--- config.mk ---
export PLATFORM = sky130hd
export DESIGN_NAME = host_interface_mode_config
export DESIGN_NICKNAME = d
export VERILOG_FILES = /design/src/hw/hic_pkg.sv /design/src/hw/mdio_link_poll.sv /design/src/hw/host_interface_mode_config.sv
export VERILOG_INCLUDE_DIRS = /design/src /design/src/hw
export SDC_FILE = /design/constraint.sdc
export NUM_CORES = 1
export LEC_CHECK = 0
export BUFFER_PORTS_ARGS = -buffer_cell sky130_fd_sc_hd__buf_4
export CORE_MARGIN = 5
export CORE_UTILIZATION = 35
export CTS_CLUSTER_DIAMETER = 80
export DETAILED_ROUTE_END_ITERATION = 6
export GPL_ROUTABILITY_DRIVEN = 1
export GPL_TIMING_DRIVEN = 0
export SKIP_LAST_GASP = 1
export SYNTH_ARGS = -nofsm -noshare
export SYNTH_HDL_FRONTEND = slang
export SYNTH_SLANG_ARGS = --single-unit
--- constraint.sdc ---
create_clock -name clk -period 2.4 [get_ports clk]
set_input_delay 0.12 -clock clk [delete_from_list [all_inputs] [get_ports clk]]
set_output_delay 0.12 -clock clk [all_outputs]
set_load 0.05 [all_outputs]
--- src/hw/hic_defs.svh ---
// Offsets, field positions, reset values and timing constants of the mode block
`ifndef HIC_DEFS_SVH
`define HIC_DEFS_SVH
`define CLK_MHZ            200
`define CLK_PERIOD_NS      5
`define REF_CLK_MHZ        50
`define REF_HALF_CYC       (`CLK_MHZ / `REF_CLK_MHZ / 2)
`define REG_SOFT_RESET     8'h00
`define REG_MODE_CFG       8'h01
`define REG_SPEED          8'h0a
`define REG_PHY_ADDR       8'h1e
`define REG_STATUS         8'h1f
`define SOFT_RESET_BIT     0
`define CFG_OVERRIDE_BIT   0
`define CFG_MODE_LO        3
`define CFG_MODE_HI        4
`define CFG_MII_BIT        5
`define CFG_EXT_CLK_BIT    6
`define PHY_ADDR_LO        4
`define PHY_ADDR_HI        6
`define CFG_RESET          8'h40
`define SPEED_RESET        8'h13
`define PHY_ADDR_RESET     8'h00
`define I2C_ADDR_BASE      5'h07
`define STRAP_SETTLE_CYC   4
`define MDC_HALF_NS        200
`define MDC_HALF_CYC       ((`MDC_HALF_NS + `CLK_PERIOD_NS - 1) / `CLK_PERIOD_NS)
`define POLL_INTERVAL_NS   1000000
`define POLL_INTERVAL_CYC  (`POLL_INTERVAL_NS / `CLK_PERIOD_NS)
`define MDIO_BMSR          5'h01
`define MDIO_LINK_BIT      2
`define MDIO_FRAME_BITS    64
`define MDIO_DRIVE_BITS    46
`define MDIO_DATA_LAST     63
`endif

--- src/hw/hic_pkg.sv ---
// Types shared by the mode block and its management poller
package hic_pkg;
  typedef enum logic [1:0] {
    MODE_PHY  = 2'b00,
    MODE_SOC  = 2'b01,
    MODE_PASS = 2'b10
  } host_mode_t;

  typedef enum logic [2:0] {
    I2_IDLE  = 3'b000,
    I2_ADDR  = 3'b001,
    I2_ACK   = 3'b010,
    I2_PTR   = 3'b011,
    I2_WDATA = 3'b100,
    I2_RDATA = 3'b101,
    I2_RACK  = 3'b110
  } i2c_state_t;

  typedef enum logic {
    MD_WAIT  = 1'b0,
    MD_FRAME = 1'b1
  } mdio_state_t;
endpackage : hic_pkg

--- src/hw/mdio_link_poll.sv ---
// Periodic management read of the external PHY's basic status register
`timescale 1ns/1ps
`include "hic_defs.svh"

module mdio_link_poll #(
  parameter int POLL_CYC = `POLL_INTERVAL_CYC,
  parameter int HALF_CYC = `MDC_HALF_CYC
) (
  // Clock and reset
  input  wire logic       clk,
  input  wire logic       reset_n,
  // Control
  input  wire logic       poll_en,
  input  wire logic [4:0] phy_addr,
  // Management pins
  output logic            mdc,
  input  wire logic       mdio_i,
  output logic            mdio_o,
  output logic            mdio_oe,
  // Result
  output logic            link_up
);
  localparam int WW = $clog2(POLL_CYC + 1);
  localparam int HW = $clog2(HALF_CYC + 1);
  localparam logic [5:0] LINK_IDX = 6'(`MDIO_DATA_LAST - `MDIO_LINK_BIT);
  localparam logic [5:0] LAST_IDX = 6'(`MDIO_FRAME_BITS - 1);
  localparam logic [5:0] DRV_LAST = 6'(`MDIO_DRIVE_BITS - 1);

  hic_pkg::mdio_state_t st_r;
  logic [WW-1:0]        wait_cnt_r;
  logic [HW-1:0]        half_cnt_r;
  logic [5:0]           bit_idx_r;
  logic [63:0]          frame_r;
  logic                 mdio_s1_r;
  logic                 mdio_s2_r;

  // Preamble, start, read op, address, register, turnaround, data
  wire [63:0] frame_init = {32'hffff_ffff, 2'b01, 2'b10, phy_addr, `MDIO_BMSR,
                            2'b11, 16'hffff};
  wire        wait_done  = (wait_cnt_r == WW'(POLL_CYC - 1));
  wire        half_done  = (half_cnt_r == HW'(HALF_CYC - 1));

  always_ff @(posedge clk or negedge reset_n) begin
    if (!reset_n) begin
      mdio_s1_r <= 1'b0;
      mdio_s2_r <= 1'b0;
    end else begin
      mdio_s1_r <= mdio_i;
      mdio_s2_r <= mdio_s1_r;
    end
  end

  always_ff @(posedge clk or negedge reset_n) begin
    if (!reset_n) begin
      st_r       <= hic_pkg::MD_WAIT;
      wait_cnt_r <= '0;
      half_cnt_r <= '0;
      bit_idx_r  <= 6'h00;
      frame_r    <= 64'h0;
      mdc        <= 1'b0;
      mdio_o     <= 1'b1;
      mdio_oe    <= 1'b0;
      link_up    <= 1'b0;
    end else begin
      unique case (st_r)
        hic_pkg::MD_WAIT: begin
          mdc     <= 1'b0;
          mdio_oe <= 1'b0;
          if (!poll_en) begin
            wait_cnt_r <= '0;
            link_up    <= 1'b0;
          end else if (wait_done) begin
            // Clause 22 read frame to the status register
            wait_cnt_r <= '0;
            st_r       <= hic_pkg::MD_FRAME;
            frame_r    <= frame_init;
            bit_idx_r  <= 6'h00;
            half_cnt_r <= '0;
            mdio_o     <= frame_init[63];
            mdio_oe    <= 1'b1;
          end else begin
            wait_cnt_r <= wait_cnt_r + WW'(1);
          end
        end
        hic_pkg::MD_FRAME: begin
          if (!poll_en) begin
            // Mode left PHY-facing: cut the frame so the pins go quiet
            st_r       <= hic_pkg::MD_WAIT;
            half_cnt_r <= '0;
            mdc        <= 1'b0;
            mdio_o     <= 1'b1;
            mdio_oe    <= 1'b0;
            link_up    <= 1'b0;
          end else if (!half_done) begin
            half_cnt_r <= half_cnt_r + HW'(1);
          end else begin
            half_cnt_r <= '0;
            mdc        <= ~mdc;
            // Sample on the rising edge; the PHY drives after the falling one
            if (!mdc && bit_idx_r == LINK_IDX) begin
              link_up <= mdio_s2_r;
            end
            if (mdc) begin
              if (bit_idx_r == LAST_IDX) begin
                st_r    <= hic_pkg::MD_WAIT;
                mdio_oe <= 1'b0;
              end else begin
                bit_idx_r <= bit_idx_r + 6'h01;
                frame_r   <= {frame_r[62:0], 1'b1};
                mdio_o    <= frame_r[62];
                mdio_oe   <= (bit_idx_r < DRV_LAST);
              end
            end
          end
        end
      endcase
    end
  end
endmodule : mdio_link_poll

--- src/hw/host_interface_mode_config.sv ---
// Host-side interface mode selection, register bank and PHY status polling
`timescale 1ns/1ps
`include "hic_defs.svh"

// Function
// - MII port has no carrier or collision
// - Low LED strap or override+bit5=0 selects RMII
// - Bit6 one takes external reference clock
// - Bit6 zero drives generated 50 MHz clock
// - PHY mode polls PHY link status periodically
// - PHY address is reg bits6:4 plus straps
// - No reset output toward the external PHY
// - High LED strap or override+bit5=1 selects MII
// - Select strap high or override+01 selects SOC
// - SOC mode never uses the management pins
// - Register values override the latched straps
// - New mode applies only after soft reset
// - 0x61/0x69/0x71 decode as MII modes
// - 0x01/0x09/0x11 decode as internal-clock RMII
// - 0x41/0x49/0x51 decode as external-clock RMII
// - Straps are latched after hardware reset
// - Mode bits 10 select pass-through
// - Override clear follows straps, set follows register
module host_interface_mode_config #(
  parameter int POLL_CYC = `POLL_INTERVAL_CYC
) (
  // Clock and reset
  input  wire logic       clk,
  input  wire logic       reset_n,
  // Strap pins; the LED strap doubles as the link indicator
  input  wire logic       link_led_and_mii_strap_i,
  output logic            link_led_and_mii_strap_o,
  output logic            link_led_and_mii_strap_oe,
  input  wire logic       host_side_select_strap,
  input  wire logic       addr_strap_low,
  input  wire logic       addr_strap_high,
  // Register access pins
  input  wire logic       scl,
  input  wire logic       sda_i,
  output logic            sda_o,
  output logic            sda_oe,
  // Coax link state from the modem core
  input  wire logic       coax_link_up,
  // Reference clock pin
  output logic            ref_clock_output_pin,
  output logic            ref_clock_output_oe,
  // PHY management pins
  output logic            mdc,
  input  wire logic       mdio_i,
  output logic            mdio_o,
  output logic            mdio_oe,
  // Active mode toward the datapath
  output logic            mii_select,
  output logic            rmii_select,
  output hic_pkg::host_mode_t host_mode,
  output logic            ref_clock_external,
  output logic [7:0]      speed_code,
  output logic            speed_manual,
  output logic            phy_link_up,
  output logic            soft_reset_pulse
);
  // Synchronised pins: 0 scl, 1 sda, 2 led strap, 3 select strap, 4 a0, 5 a1
  logic [5:0]          pin_s1_r;
  logic [5:0]          pin_s2_r;
  logic                scl_d_r;
  logic                sda_d_r;
  logic [2:0]          settle_cnt_r;
  logic                straps_done_r;
  logic                strap_mii_r;
  logic                strap_soc_r;
  logic [7:0]          cfg_r;
  logic [7:0]          speed_r;
  logic [7:0]          phy_addr_r;
  hic_pkg::i2c_state_t st_r;
  hic_pkg::i2c_state_t after_r;
  logic [3:0]          bit_cnt_r;
  logic [7:0]          shift_r;
  logic [7:0]          tx_r;
  logic [7:0]          ptr_r;
  logic                nack_r;
  logic                wr_stb_r;
  logic [7:0]          wr_addr_r;
  logic [7:0]          wr_data_r;
  logic                ref_cnt_r;
  logic                phy_poll_link;

  // Mode picked from straps or register, shared by both apply points
  function automatic logic [3:0] pick_mode(input logic [7:0] cfg,
                                           input logic strap_mii,
                                           input logic strap_soc);
    logic       mii;
    logic [1:0] md;
    mii = strap_mii;
    md  = strap_soc ? hic_pkg::MODE_SOC : hic_pkg::MODE_PHY;
    if (cfg[`CFG_OVERRIDE_BIT]) begin
      mii = cfg[`CFG_MII_BIT];
      // Reserved code 11 falls back to PHY-facing
      md  = (cfg[`CFG_MODE_HI:`CFG_MODE_LO] == 2'b11) ? hic_pkg::MODE_PHY
                                                      : cfg[`CFG_MODE_HI:`CFG_MODE_LO];
    end
    return {mii, md, cfg[`CFG_EXT_CLK_BIT]};
  endfunction : pick_mode

  function automatic logic [7:0] reg_read(input logic [7:0] a, input logic [7:0] cfg,
                                          input logic [7:0] spd, input logic [7:0] pa,
                                          input logic [7:0] stat);
    unique case (a)
      `REG_MODE_CFG: return cfg;
      `REG_SPEED:    return spd;
      `REG_PHY_ADDR: return pa;
      `REG_STATUS:   return stat;
      default:       return 8'h00;
    endcase
  endfunction : reg_read

  wire scl_s     = pin_s2_r[0];
  wire sda_s     = pin_s2_r[1];
  wire start_det = scl_s & scl_d_r & sda_d_r & ~sda_s;
  wire stop_det  = scl_s & scl_d_r & ~sda_d_r & sda_s;
  wire scl_rise  = scl_s & ~scl_d_r;
  wire scl_fall  = ~scl_s & scl_d_r;
  wire [6:0] dev_addr = {`I2C_ADDR_BASE, pin_s2_r[5], pin_s2_r[4]};
  wire [7:0] status_word = {2'b00, straps_done_r, phy_link_up, ref_clock_external,
                            host_mode, mii_select};
  wire [7:0] rd_word = reg_read(ptr_r, cfg_r, speed_r, phy_addr_r, status_word);
  wire [4:0] phy_addr = {phy_addr_r[`PHY_ADDR_HI:`PHY_ADDR_LO],
                         pin_s2_r[5], pin_s2_r[4]};
  wire [3:0] strap_pick = pick_mode(`CFG_RESET, pin_s2_r[2], pin_s2_r[3]);
  wire [3:0] soft_pick  = pick_mode(cfg_r, strap_mii_r, strap_soc_r);
  wire       settle_end = (settle_cnt_r == 3'(`STRAP_SETTLE_CYC - 1));
  wire       soft_hit   = wr_stb_r && (wr_addr_r == `REG_SOFT_RESET)
                          && wr_data_r[`SOFT_RESET_BIT];
  wire       poll_en    = straps_done_r && (host_mode == hic_pkg::MODE_PHY);

  assign rmii_select   = ~mii_select;
  assign sda_o         = 1'b0;
  assign speed_manual  = cfg_r[`CFG_OVERRIDE_BIT];
  assign phy_link_up   = phy_poll_link;

  always_ff @(posedge clk or negedge reset_n) begin
    if (!reset_n) begin
      pin_s1_r <= 6'h00;
      pin_s2_r <= 6'h00;
      scl_d_r  <= 1'b1;
      sda_d_r  <= 1'b1;
    end else begin
      pin_s1_r <= {addr_strap_high, addr_strap_low, host_side_select_strap,
                   link_led_and_mii_strap_i, sda_i, scl};
      pin_s2_r <= pin_s1_r;
      scl_d_r  <= pin_s2_r[0];
      sda_d_r  <= pin_s2_r[1];
    end
  end

  // Strap capture after release, then the soft-reset apply point
  always_ff @(posedge clk or negedge reset_n) begin
    if (!reset_n) begin
      settle_cnt_r       <= 3'h0;
      straps_done_r      <= 1'b0;
      strap_mii_r        <= 1'b1;
      strap_soc_r        <= 1'b0;
      mii_select         <= 1'b1;
      host_mode          <= hic_pkg::MODE_PHY;
      ref_clock_external <= 1'b1;
      speed_code         <= `SPEED_RESET;
      soft_reset_pulse   <= 1'b0;
    end else begin
      soft_reset_pulse <= soft_hit;
      if (!straps_done_r) begin
        settle_cnt_r <= settle_cnt_r + 3'h1;
        if (settle_end) begin
          straps_done_r      <= 1'b1;
          strap_mii_r        <= pin_s2_r[2];
          strap_soc_r        <= pin_s2_r[3];
          mii_select         <= strap_pick[3];
          host_mode          <= hic_pkg::host_mode_t'(strap_pick[2:1]);
          ref_clock_external <= strap_pick[0];
        end
      end else if (soft_reset_pulse) begin
        mii_select         <= soft_pick[3];
        host_mode          <= hic_pkg::host_mode_t'(soft_pick[2:1]);
        ref_clock_external <= soft_pick[0];
        speed_code         <= cfg_r[`CFG_OVERRIDE_BIT] ? speed_r : speed_code;
      end
    end
  end

  // Register bank; soft reset bit reads back zero
  always_ff @(posedge clk or negedge reset_n) begin
    if (!reset_n) begin
      cfg_r      <= `CFG_RESET;
      speed_r    <= `SPEED_RESET;
      phy_addr_r <= `PHY_ADDR_RESET;
    end else if (wr_stb_r) begin
      if (wr_addr_r == `REG_MODE_CFG) begin
        cfg_r <= wr_data_r;
      end
      if (wr_addr_r == `REG_SPEED) begin
        speed_r <= wr_data_r;
      end
      if (wr_addr_r == `REG_PHY_ADDR) begin
        phy_addr_r <= wr_data_r;
      end
    end
  end

  // Two-wire register slave with auto-incrementing pointer
  always_ff @(posedge clk or negedge reset_n) begin
    if (!reset_n) begin
      st_r      <= hic_pkg::I2_IDLE;
      after_r   <= hic_pkg::I2_IDLE;
      bit_cnt_r <= 4'h0;
      shift_r   <= 8'h00;
      tx_r      <= 8'h00;
      ptr_r     <= 8'h00;
      nack_r    <= 1'b0;
      sda_oe    <= 1'b0;
      wr_stb_r  <= 1'b0;
      wr_addr_r <= 8'h00;
      wr_data_r <= 8'h00;
    end else begin
      wr_stb_r <= 1'b0;
      if (start_det) begin
        st_r      <= hic_pkg::I2_ADDR;
        bit_cnt_r <= 4'h0;
        sda_oe    <= 1'b0;
      end else if (stop_det) begin
        st_r   <= hic_pkg::I2_IDLE;
        sda_oe <= 1'b0;
      end else if (scl_rise) begin
        if (st_r == hic_pkg::I2_RACK) begin
          nack_r <= sda_s;
        end else if (st_r != hic_pkg::I2_IDLE && st_r != hic_pkg::I2_ACK) begin
          shift_r   <= {shift_r[6:0], sda_s};
          bit_cnt_r <= bit_cnt_r + 4'h1;
        end
      end else if (scl_fall) begin
        unique case (st_r)
          hic_pkg::I2_IDLE: begin
            sda_oe <= 1'b0;
          end
          hic_pkg::I2_ADDR: begin
            if (bit_cnt_r == 4'h8) begin
              if (shift_r[7:1] == dev_addr) begin
                sda_oe  <= 1'b1;
                st_r    <= hic_pkg::I2_ACK;
                after_r <= shift_r[0] ? hic_pkg::I2_RDATA : hic_pkg::I2_PTR;
              end else begin
                st_r <= hic_pkg::I2_IDLE;
              end
            end
          end
          hic_pkg::I2_PTR, hic_pkg::I2_WDATA: begin
            if (bit_cnt_r == 4'h8) begin
              sda_oe  <= 1'b1;
              st_r    <= hic_pkg::I2_ACK;
              after_r <= hic_pkg::I2_WDATA;
              if (st_r == hic_pkg::I2_PTR) begin
                ptr_r <= shift_r;
              end else begin
                wr_stb_r  <= 1'b1;
                wr_addr_r <= ptr_r;
                wr_data_r <= shift_r;
                ptr_r     <= ptr_r + 8'h01;
              end
            end
          end
          hic_pkg::I2_ACK, hic_pkg::I2_RACK: begin
            bit_cnt_r <= 4'h0;
            if (st_r == hic_pkg::I2_RACK && nack_r) begin
              st_r   <= hic_pkg::I2_IDLE;
              sda_oe <= 1'b0;
            end else if (st_r == hic_pkg::I2_RACK || after_r == hic_pkg::I2_RDATA) begin
              st_r   <= hic_pkg::I2_RDATA;
              tx_r   <= rd_word;
              sda_oe <= ~rd_word[7];
              ptr_r  <= ptr_r + 8'h01;
            end else begin
              st_r   <= after_r;
              sda_oe <= 1'b0;
            end
          end
          hic_pkg::I2_RDATA: begin
            if (bit_cnt_r == 4'h8) begin
              st_r   <= hic_pkg::I2_RACK;
              sda_oe <= 1'b0;
            end else begin
              tx_r   <= {tx_r[6:0], 1'b0};
              sda_oe <= ~tx_r[6];
            end
          end
          default: begin
            st_r   <= hic_pkg::I2_IDLE;
            sda_oe <= 1'b0;
          end
        endcase
      end
    end
  end

  // LED pin stays released until the strap is taken, then shows link low-true
  always_ff @(posedge clk or negedge reset_n) begin
    if (!reset_n) begin
      link_led_and_mii_strap_o  <= 1'b1;
      link_led_and_mii_strap_oe <= 1'b0;
    end else begin
      link_led_and_mii_strap_o  <= ~coax_link_up;
      link_led_and_mii_strap_oe <= straps_done_r;
    end
  end

  // 50 MHz reference from the 200 MHz clock; pin released when external
  always_ff @(posedge clk or negedge reset_n) begin
    if (!reset_n) begin
      ref_cnt_r            <= 1'b0;
      ref_clock_output_pin <= 1'b0;
      ref_clock_output_oe  <= 1'b0;
    end else begin
      ref_clock_output_oe <= ~ref_clock_external;
      if (ref_clock_external) begin
        ref_cnt_r            <= 1'b0;
        ref_clock_output_pin <= 1'b0;
      end else if (ref_cnt_r == 1'(`REF_HALF_CYC - 1)) begin
        ref_cnt_r            <= 1'b0;
        ref_clock_output_pin <= ~ref_clock_output_pin;
      end else begin
        ref_cnt_r <= ref_cnt_r + 1'b1;
      end
    end
  end

  // Only data, enable, error and clock lines reach the MII datapath
  // No reset pin is driven toward the external PHY
  mdio_link_poll #(
    .POLL_CYC (POLL_CYC),
    .HALF_CYC (`MDC_HALF_CYC)
  ) u_poll (
    .clk      (clk),
    .reset_n  (reset_n),
    .poll_en  (poll_en),
    .phy_addr (phy_addr),
    .mdc      (mdc),
    .mdio_i   (mdio_i),
    .mdio_o   (mdio_o),
    .mdio_oe  (mdio_oe),
    .link_up  (phy_poll_link)
  );
endmodule : host_interface_mode_config

======== Word level (Yosys, flattened, before mapping) ========
Index checks and enable logic that the tools add are counted.
storage, ports and cells
  word-level logic and storage cells ...... 285
  bits in read-only memories .............. 0
  flip-flop bits (word level) ............. 214
  RAM bits ................................ 0
  memories kept ........................... 0
  output and inout bits ................... 25
  bits in latches ......................... 0
cells by class
  $lt $le $gt $ge ......................... 1
  equal/unequal tests ..................... 50
  $add $sub $neg .......................... 7
  muxes and demuxes ....................... 117
  bitwise operators ....................... 25
  div/mod/pow operators ................... 0
  shift-type cells ........................ 0
  multiply operators ...................... 0
  reductions and logical operators ........ 42
operators by type and width
  cell                                                              count
  63-bit two-way mux                                                6
  63-bit case mux with 2 select lines                               1
  1-bit two-way mux                                                 54
  6-bit two-way mux                                                 8
  3-bit two-way mux                                                 13
  18-bit two-way mux                                                2
  8-bit two-way mux                                                 4
  8-bit case mux with 4 select lines                                1
  4-bit two-way mux                                                 7
  8-bit by 5-bit == test with 1-bit output (second input constant)  3
  6-bit case mux with 2 select lines                                2
  8-bit AND reduction                                               3
  2-bit inequality test (second input constant)                     11
  7-bit two-way mux                                                 3
  3-bit inequality test (second input constant)                     7
  5-bit AND reduction                                               4
  18-bit by 1-bit adder with 18-bit output (second input constant)  1
  18-bit == test (second input constant)                            1
  6-bit == test (second input constant)                             3
  1-bit NOT                                                         18
  8-bit by 1-bit == test with 1-bit output (second input constant)  2
  8-bit by 4-bit == test with 1-bit output (second input constant)  2
  4-bit inequality test (second input constant)                     4
  8-bit case mux with 2 select lines                                1
  other kinds (35)                                                  81

======== Longest topological paths before layout ========
  word-level depth ........................ 10
  mapped depth ............................ 8
  mapped depth without buffers ............ 7

======== Hierarchy ========
From an unflattened synthesis, not the netlist that was laid out.
unflattened totals
  cells, all modules ...................... 935
  area, all modules ....................... 9,663.0 um^2
by module, submodules not included
  module                      area each (um^2)  times used  cells each
  host_interface_mode_config  5,178.7           1           467
  mdio_link_poll              4,484.3           1           468

======== Worst setup path before layout ========
Ideal clock, no wire load.
  path type ............................... flip-flop to flip-flop
  start ................................... register u_poll.wait_cnt_r[0]
  end ..................................... register u_poll.wait_cnt_r[1]
  arrival ................................. 1.968 ns
  path slack .............................. 0.310 ns
  period minus slack after synthesis ...... 2.090 ns
  stages on the path, launching flop included .. 8
  path through ............................ dfrtp_1 > ha_1 > nand4_2 > or4_4 > or2_1 > buf_6 > buf_6 > a32o_1
on the way
  cells in the longest elaborated chain, start to end .. 3
  elaborated cells between the ends (all ways) .. 4
RTL lines
  item                                                                               RTL line                                    source
  start, declared                                                                    mdio_link_poll.sv:30                        logic [WW-1:0] wait_cnt_r;
  start signal, assigned                                                             mdio_link_poll.sv:82                        wait_cnt_r <= wait_cnt_r + WW'(1);
  18-bit by 1-bit adder with 18-bit output / 18-bit == test (equally long branches)  mdio_link_poll.sv:82, mdio_link_poll.sv:40
  18-bit two-way mux *                                                               mdio_link_poll.sv:72                        end else if (wait_done) begin
  18-bit two-way mux *                                                               mdio_link_poll.sv:69                        if (!poll_en) begin
Every way passes the cells marked *; elsewhere a longest branch is shown, timed or not.
A chain may end at the register's enable or synchronous reset.

======== Final worst setup path ========
  start ................................... register u_poll.wait_cnt_r[7]
  end ..................................... register u_poll.frame_r[53]
on the way
  cells in the longest elaborated chain, start to end .. 3
RTL lines
  item                                                        RTL line               source
  18-bit == test                                              mdio_link_poll.sv:40   wire wait_done = (wait_cnt_r == WW'(POLL_CYC - 1));
  2-bit by 1-bit inequality test with 1-bit output (no line)  n/a
  6-bit AND reduction (no line)                               n/a
  end signal, assigned                                        mdio_link_poll.sv:76   frame_r <= frame_init;
  end signal, assigned                                        mdio_link_poll.sv:109  frame_r <= {frame_r[62:0], 1'b1};
  end, declared                                               mdio_link_poll.sv:33   logic [63:0] frame_r;
No other way between the ends.

==> impl_metrics.json <==
{
  "cts.sinks": 214,
  "cp-start-kind": "flop",
  "avgViaCountPerCell": 5.25,
  "crit_buf_inv": 1,
  "rows": 60,
  "synthFlopType": "dfrtp_1",
  "drc": 0,
  "fin_total_pwr_uw": 7540,
  "critPathMaxFanout": 10,
  "place_hpwl_um": 13500,
  "status": "complete, no violations",
  "wl_per_cell_um": 15.9,
  "setup_ws_ps": 113,
  "die_h_um": 175,
  "path_clk_slew_ps": 60,
  "clockBufferDepth": 3,
  "fin_skew_ps": 10.2,
  "drv_cap": 0,
  "p_int_uw": 5870,
  "path_cells": "or4b_1 -> nor4_1 -> nand3_1 -> nand2_2 -> buf_2 -> o22a_1",
  "cp-end-kind": "flop",
  "holdWs_ps": 237,
  "critical_path_required_ps": 2840,
  "p_per_area_nw_per_um2": 677,
  "p_sw_uw": 1670,
  "hold_viol_final": 0,
  "seqPwrFrac_pct": 49.9,
  "finalMaxSlewViolations": 0,
  "port_buffers": 33,
  "ir_drop_mv": 0.452,
  "cpMaxStageDelayCell": "or4b_1",
  "ys_seq_area_share_pct": 56.5,
  "tightest_slew_ps": 736,
  "clockPowerShare_pct": 46.6,
  "die-area_um2": 30500,
  "grt_pass1_wl_um": 34100,
  "grt_max_degree": 122,
  "first_iter_violations": 435,
  "tritoncts": "yes",
  "ant_nets": 0,
  "clk_latency_ps": 510,
  "grt_pass1_vias": 6587,
  "grt_overflow": 0,
  "min-delay-path-class": "in -> async",
  "cts_buffers": 24,
  "critPathKind": "reg -> reg",
  "gp_congestion": 0.851,
  "dp_slack_ps": -16.9,
  "fillers": 2573,
  "finalCritPeriodShare_pct": 95.3,
  "antenna_cells": 0,
  "worstPathArrival_ps": 2730,
  "syn_nets": 857,
  "synth_edf_count": 0,
  "fin_util_pct": 41.5,
  "maxClockFrequency_mhz": 437,
  "yosys_warnings": 0,
  "p_comb_share_pct": 3.5,
  "netlist_instances": 835,
  "p_leak_uw": 0.00492,
  "yosys_register_bits": 214,
  "final_area_um2": 11100,
  "switching_share_pct": 22.1,
  "finalWorstPathRequiredPeriod_ps": 2290,
  "setup_violations": 0,
  "die_x_um": 175,
  "antenna_found_initial": 0,
  "syn_area_um2": 9500,
  "coreArea_um2": 26900,
  "cpPeakStageDelay_ps": 510,
  "root_buffer": "clkbuf_16",
  "htree_levels": 1,
  "io_pins": 35,
  "via_count": 6638,
  "dr.pass1.iters": 5,
  "wl_um": 20100,
  "yosysUniqueCellTypes": 71,
  "maxSlewHeadroom_pct": 50.7,
  "grt_usage_pct": 13.1,
  "async_flop_share_pct": 100,
  "placed_area_um2": 10200,
  "syn_to_final_growth_pct": 17.2,
  "rsz0062_at_grt": "true",
  "path_delay_family": "simple AND/OR/NAND/NOR gates",
  "synth.avg_cell_area_um2": 11.4,
  "num-nets-final": 927,
  "drive_gt1_share_pct": 20.6,
  "initial_core_util_pct": 35.4
}
[power groups by stage]
stage	clock [µW]	sequential, µW	combinational (µW)
after global routing	3780	3770	305
after floorplan	0	3810	120
after global placement	0	3820	248
final	3510	3760	265
after CTS	3630	3760	271
after detailed placement	0	3830	258
[registers in the layout, indices dropped and copies added (netlist names), 2 cells and up]
signal,cells
st_r,3
wr_data_r,8
wr_addr_r,8
after_r,3
u_poll.bit_idx_r,6
pin_s1_r,6
pin_s2_r,6
bit_cnt_r,4
phy_addr_r,8
u_poll.half_cnt_r,6
ptr_r,8
cfg_r,8
settle_cnt_r,3
shift_r,8
u_poll.frame_r,63
u_poll.wait_cnt_r,18
speed_code,8
speed_r,8
host_mode,2
tx_r,7
[placed cells by master, fill, tap and decap left out, drive strengths merged, types with 9 or more instances in the layout]
master / instances
buf: 47
mux2: 58
nand3: 35
a21oi: 37
inv: 28
o21ba: 9
o22a: 42
clkbuf: 69
dfstp: 14
nor3: 29
o21ai: 51
mux2i: 10
dlygate4sd3: 9
xnor2: 9
ha: 12
dfrtp: 200
a22oi: 22
a31oi: 18
nand2: 51
nor2: 42
[layout make-up]
type	instances	area, µm²	area share [%]
buffer	42	211	1.90
clock inverter	5	28.8	0.258
timing repair buffer	44	380	3.41
sequential	214	5370	48.2
tap	341	427	3.83
clock buffer	39	738	6.63
multi-input combinational	550	3870	34.8
inverter	29	109	0.977
[logic make-up (layout without fill, tap and decap cells)]
group | count (synthesis) | after routing | synth area share (%)
multiplexers | 68 | 68 | 7.93
other | 1 | 1 | 0.0395
XOR/XNOR | 14 | 14 | 1.29
adder cells (fa/ha/maj) | 12 | 12 | 1.58
flip-flops | 214 | 214 | 56.5
AND/OR/NAND/NOR | 232 | 232 | 13.3
AO/OA/AOI/OAI | 223 | 223 | 16.1
buffers and inverters | 71 | 159 | 3.21
[worst register-to-register path: stages, from the launching register on]
cell,delay (ps)
dfrtp_1,440
or4b_1,510
nor4_1,350
nand3_1,240
nand2_2,240
buf_2,260
o22a_1,170
[per-layer routing]
layer	GRT usage (%)	vias up	wire length (µm)
met1	19.4	3300	10100
met2	19.7	103	8740
met5	0	-	0
met4	3.24	0	426
li1	-	3207	-
met3	2.47	28	775
[worst paths after layout]
| kind | startpoint | end | slack [ps] | depth (start not counted) |
|---|---|---|---|---|
| worst min-delay path | reset_n | ref_clock_output_pin$_DFFE_PN0N_ | 240 | 2 |
| max in group asynchronous | reset_n | u_poll.frame_r[53]$_DFFE_PN0P_ | 1130 | 3 |
| worst max register to register | u_poll.wait_cnt_r[7]$_DFFE_PN0N_ | u_poll.frame_r[53]$_DFFE_PN0P_ | 110 | 6 |
| worst max-delay path | u_poll.wait_cnt_r[7]$_DFFE_PN0N_ | u_poll.frame_r[53]$_DFFE_PN0P_ | 110 | 6 |
| min in group clk | addr_strap_high | pin_s1_r[5]$_DFF_PN0_ | 260 | 2 |
| worst min register to register | pin_s1_r[1]$_DFF_PN0_ | pin_s2_r[1]$_DFF_PN0_ | 350 | 0 |
[stage by stage]
stage               setup TNS (ps)  cells
finish                           0   1264
global placement            -75660   1209
global route                 -1830   1264
floorplan                        0    835
CTS                              0   1263
detailed placement           -16.9   1210
[what timing repair did]
item                       in CTS  in global routing
gates resized for setup         4                 14
hold endpoints to repair       90                  0
setup endpoints to repair       6                 78
buffers inserted                0                  1
cloned                          0                  0
hold buffers                    9                  0
pin swaps                       0                  1
[synthesized netlist by cell type (all sizes together), types with 18 or more instances]
library cell	number	area share, %
a31oi	18	1.2
o21ai	51	2.7
dfrtp	200	53
a21oi	37	1.9
clkbuf	25	0.99
a22oi	22	1.7
mux2	58	6.9
inv	28	1.1
nor2	42	1.7
nand3	35	1.8
nor3	29	1.7
o22a	42	3.9
nand2	51	2.1
No activity file was read; power rests on OpenSTA's default activity.
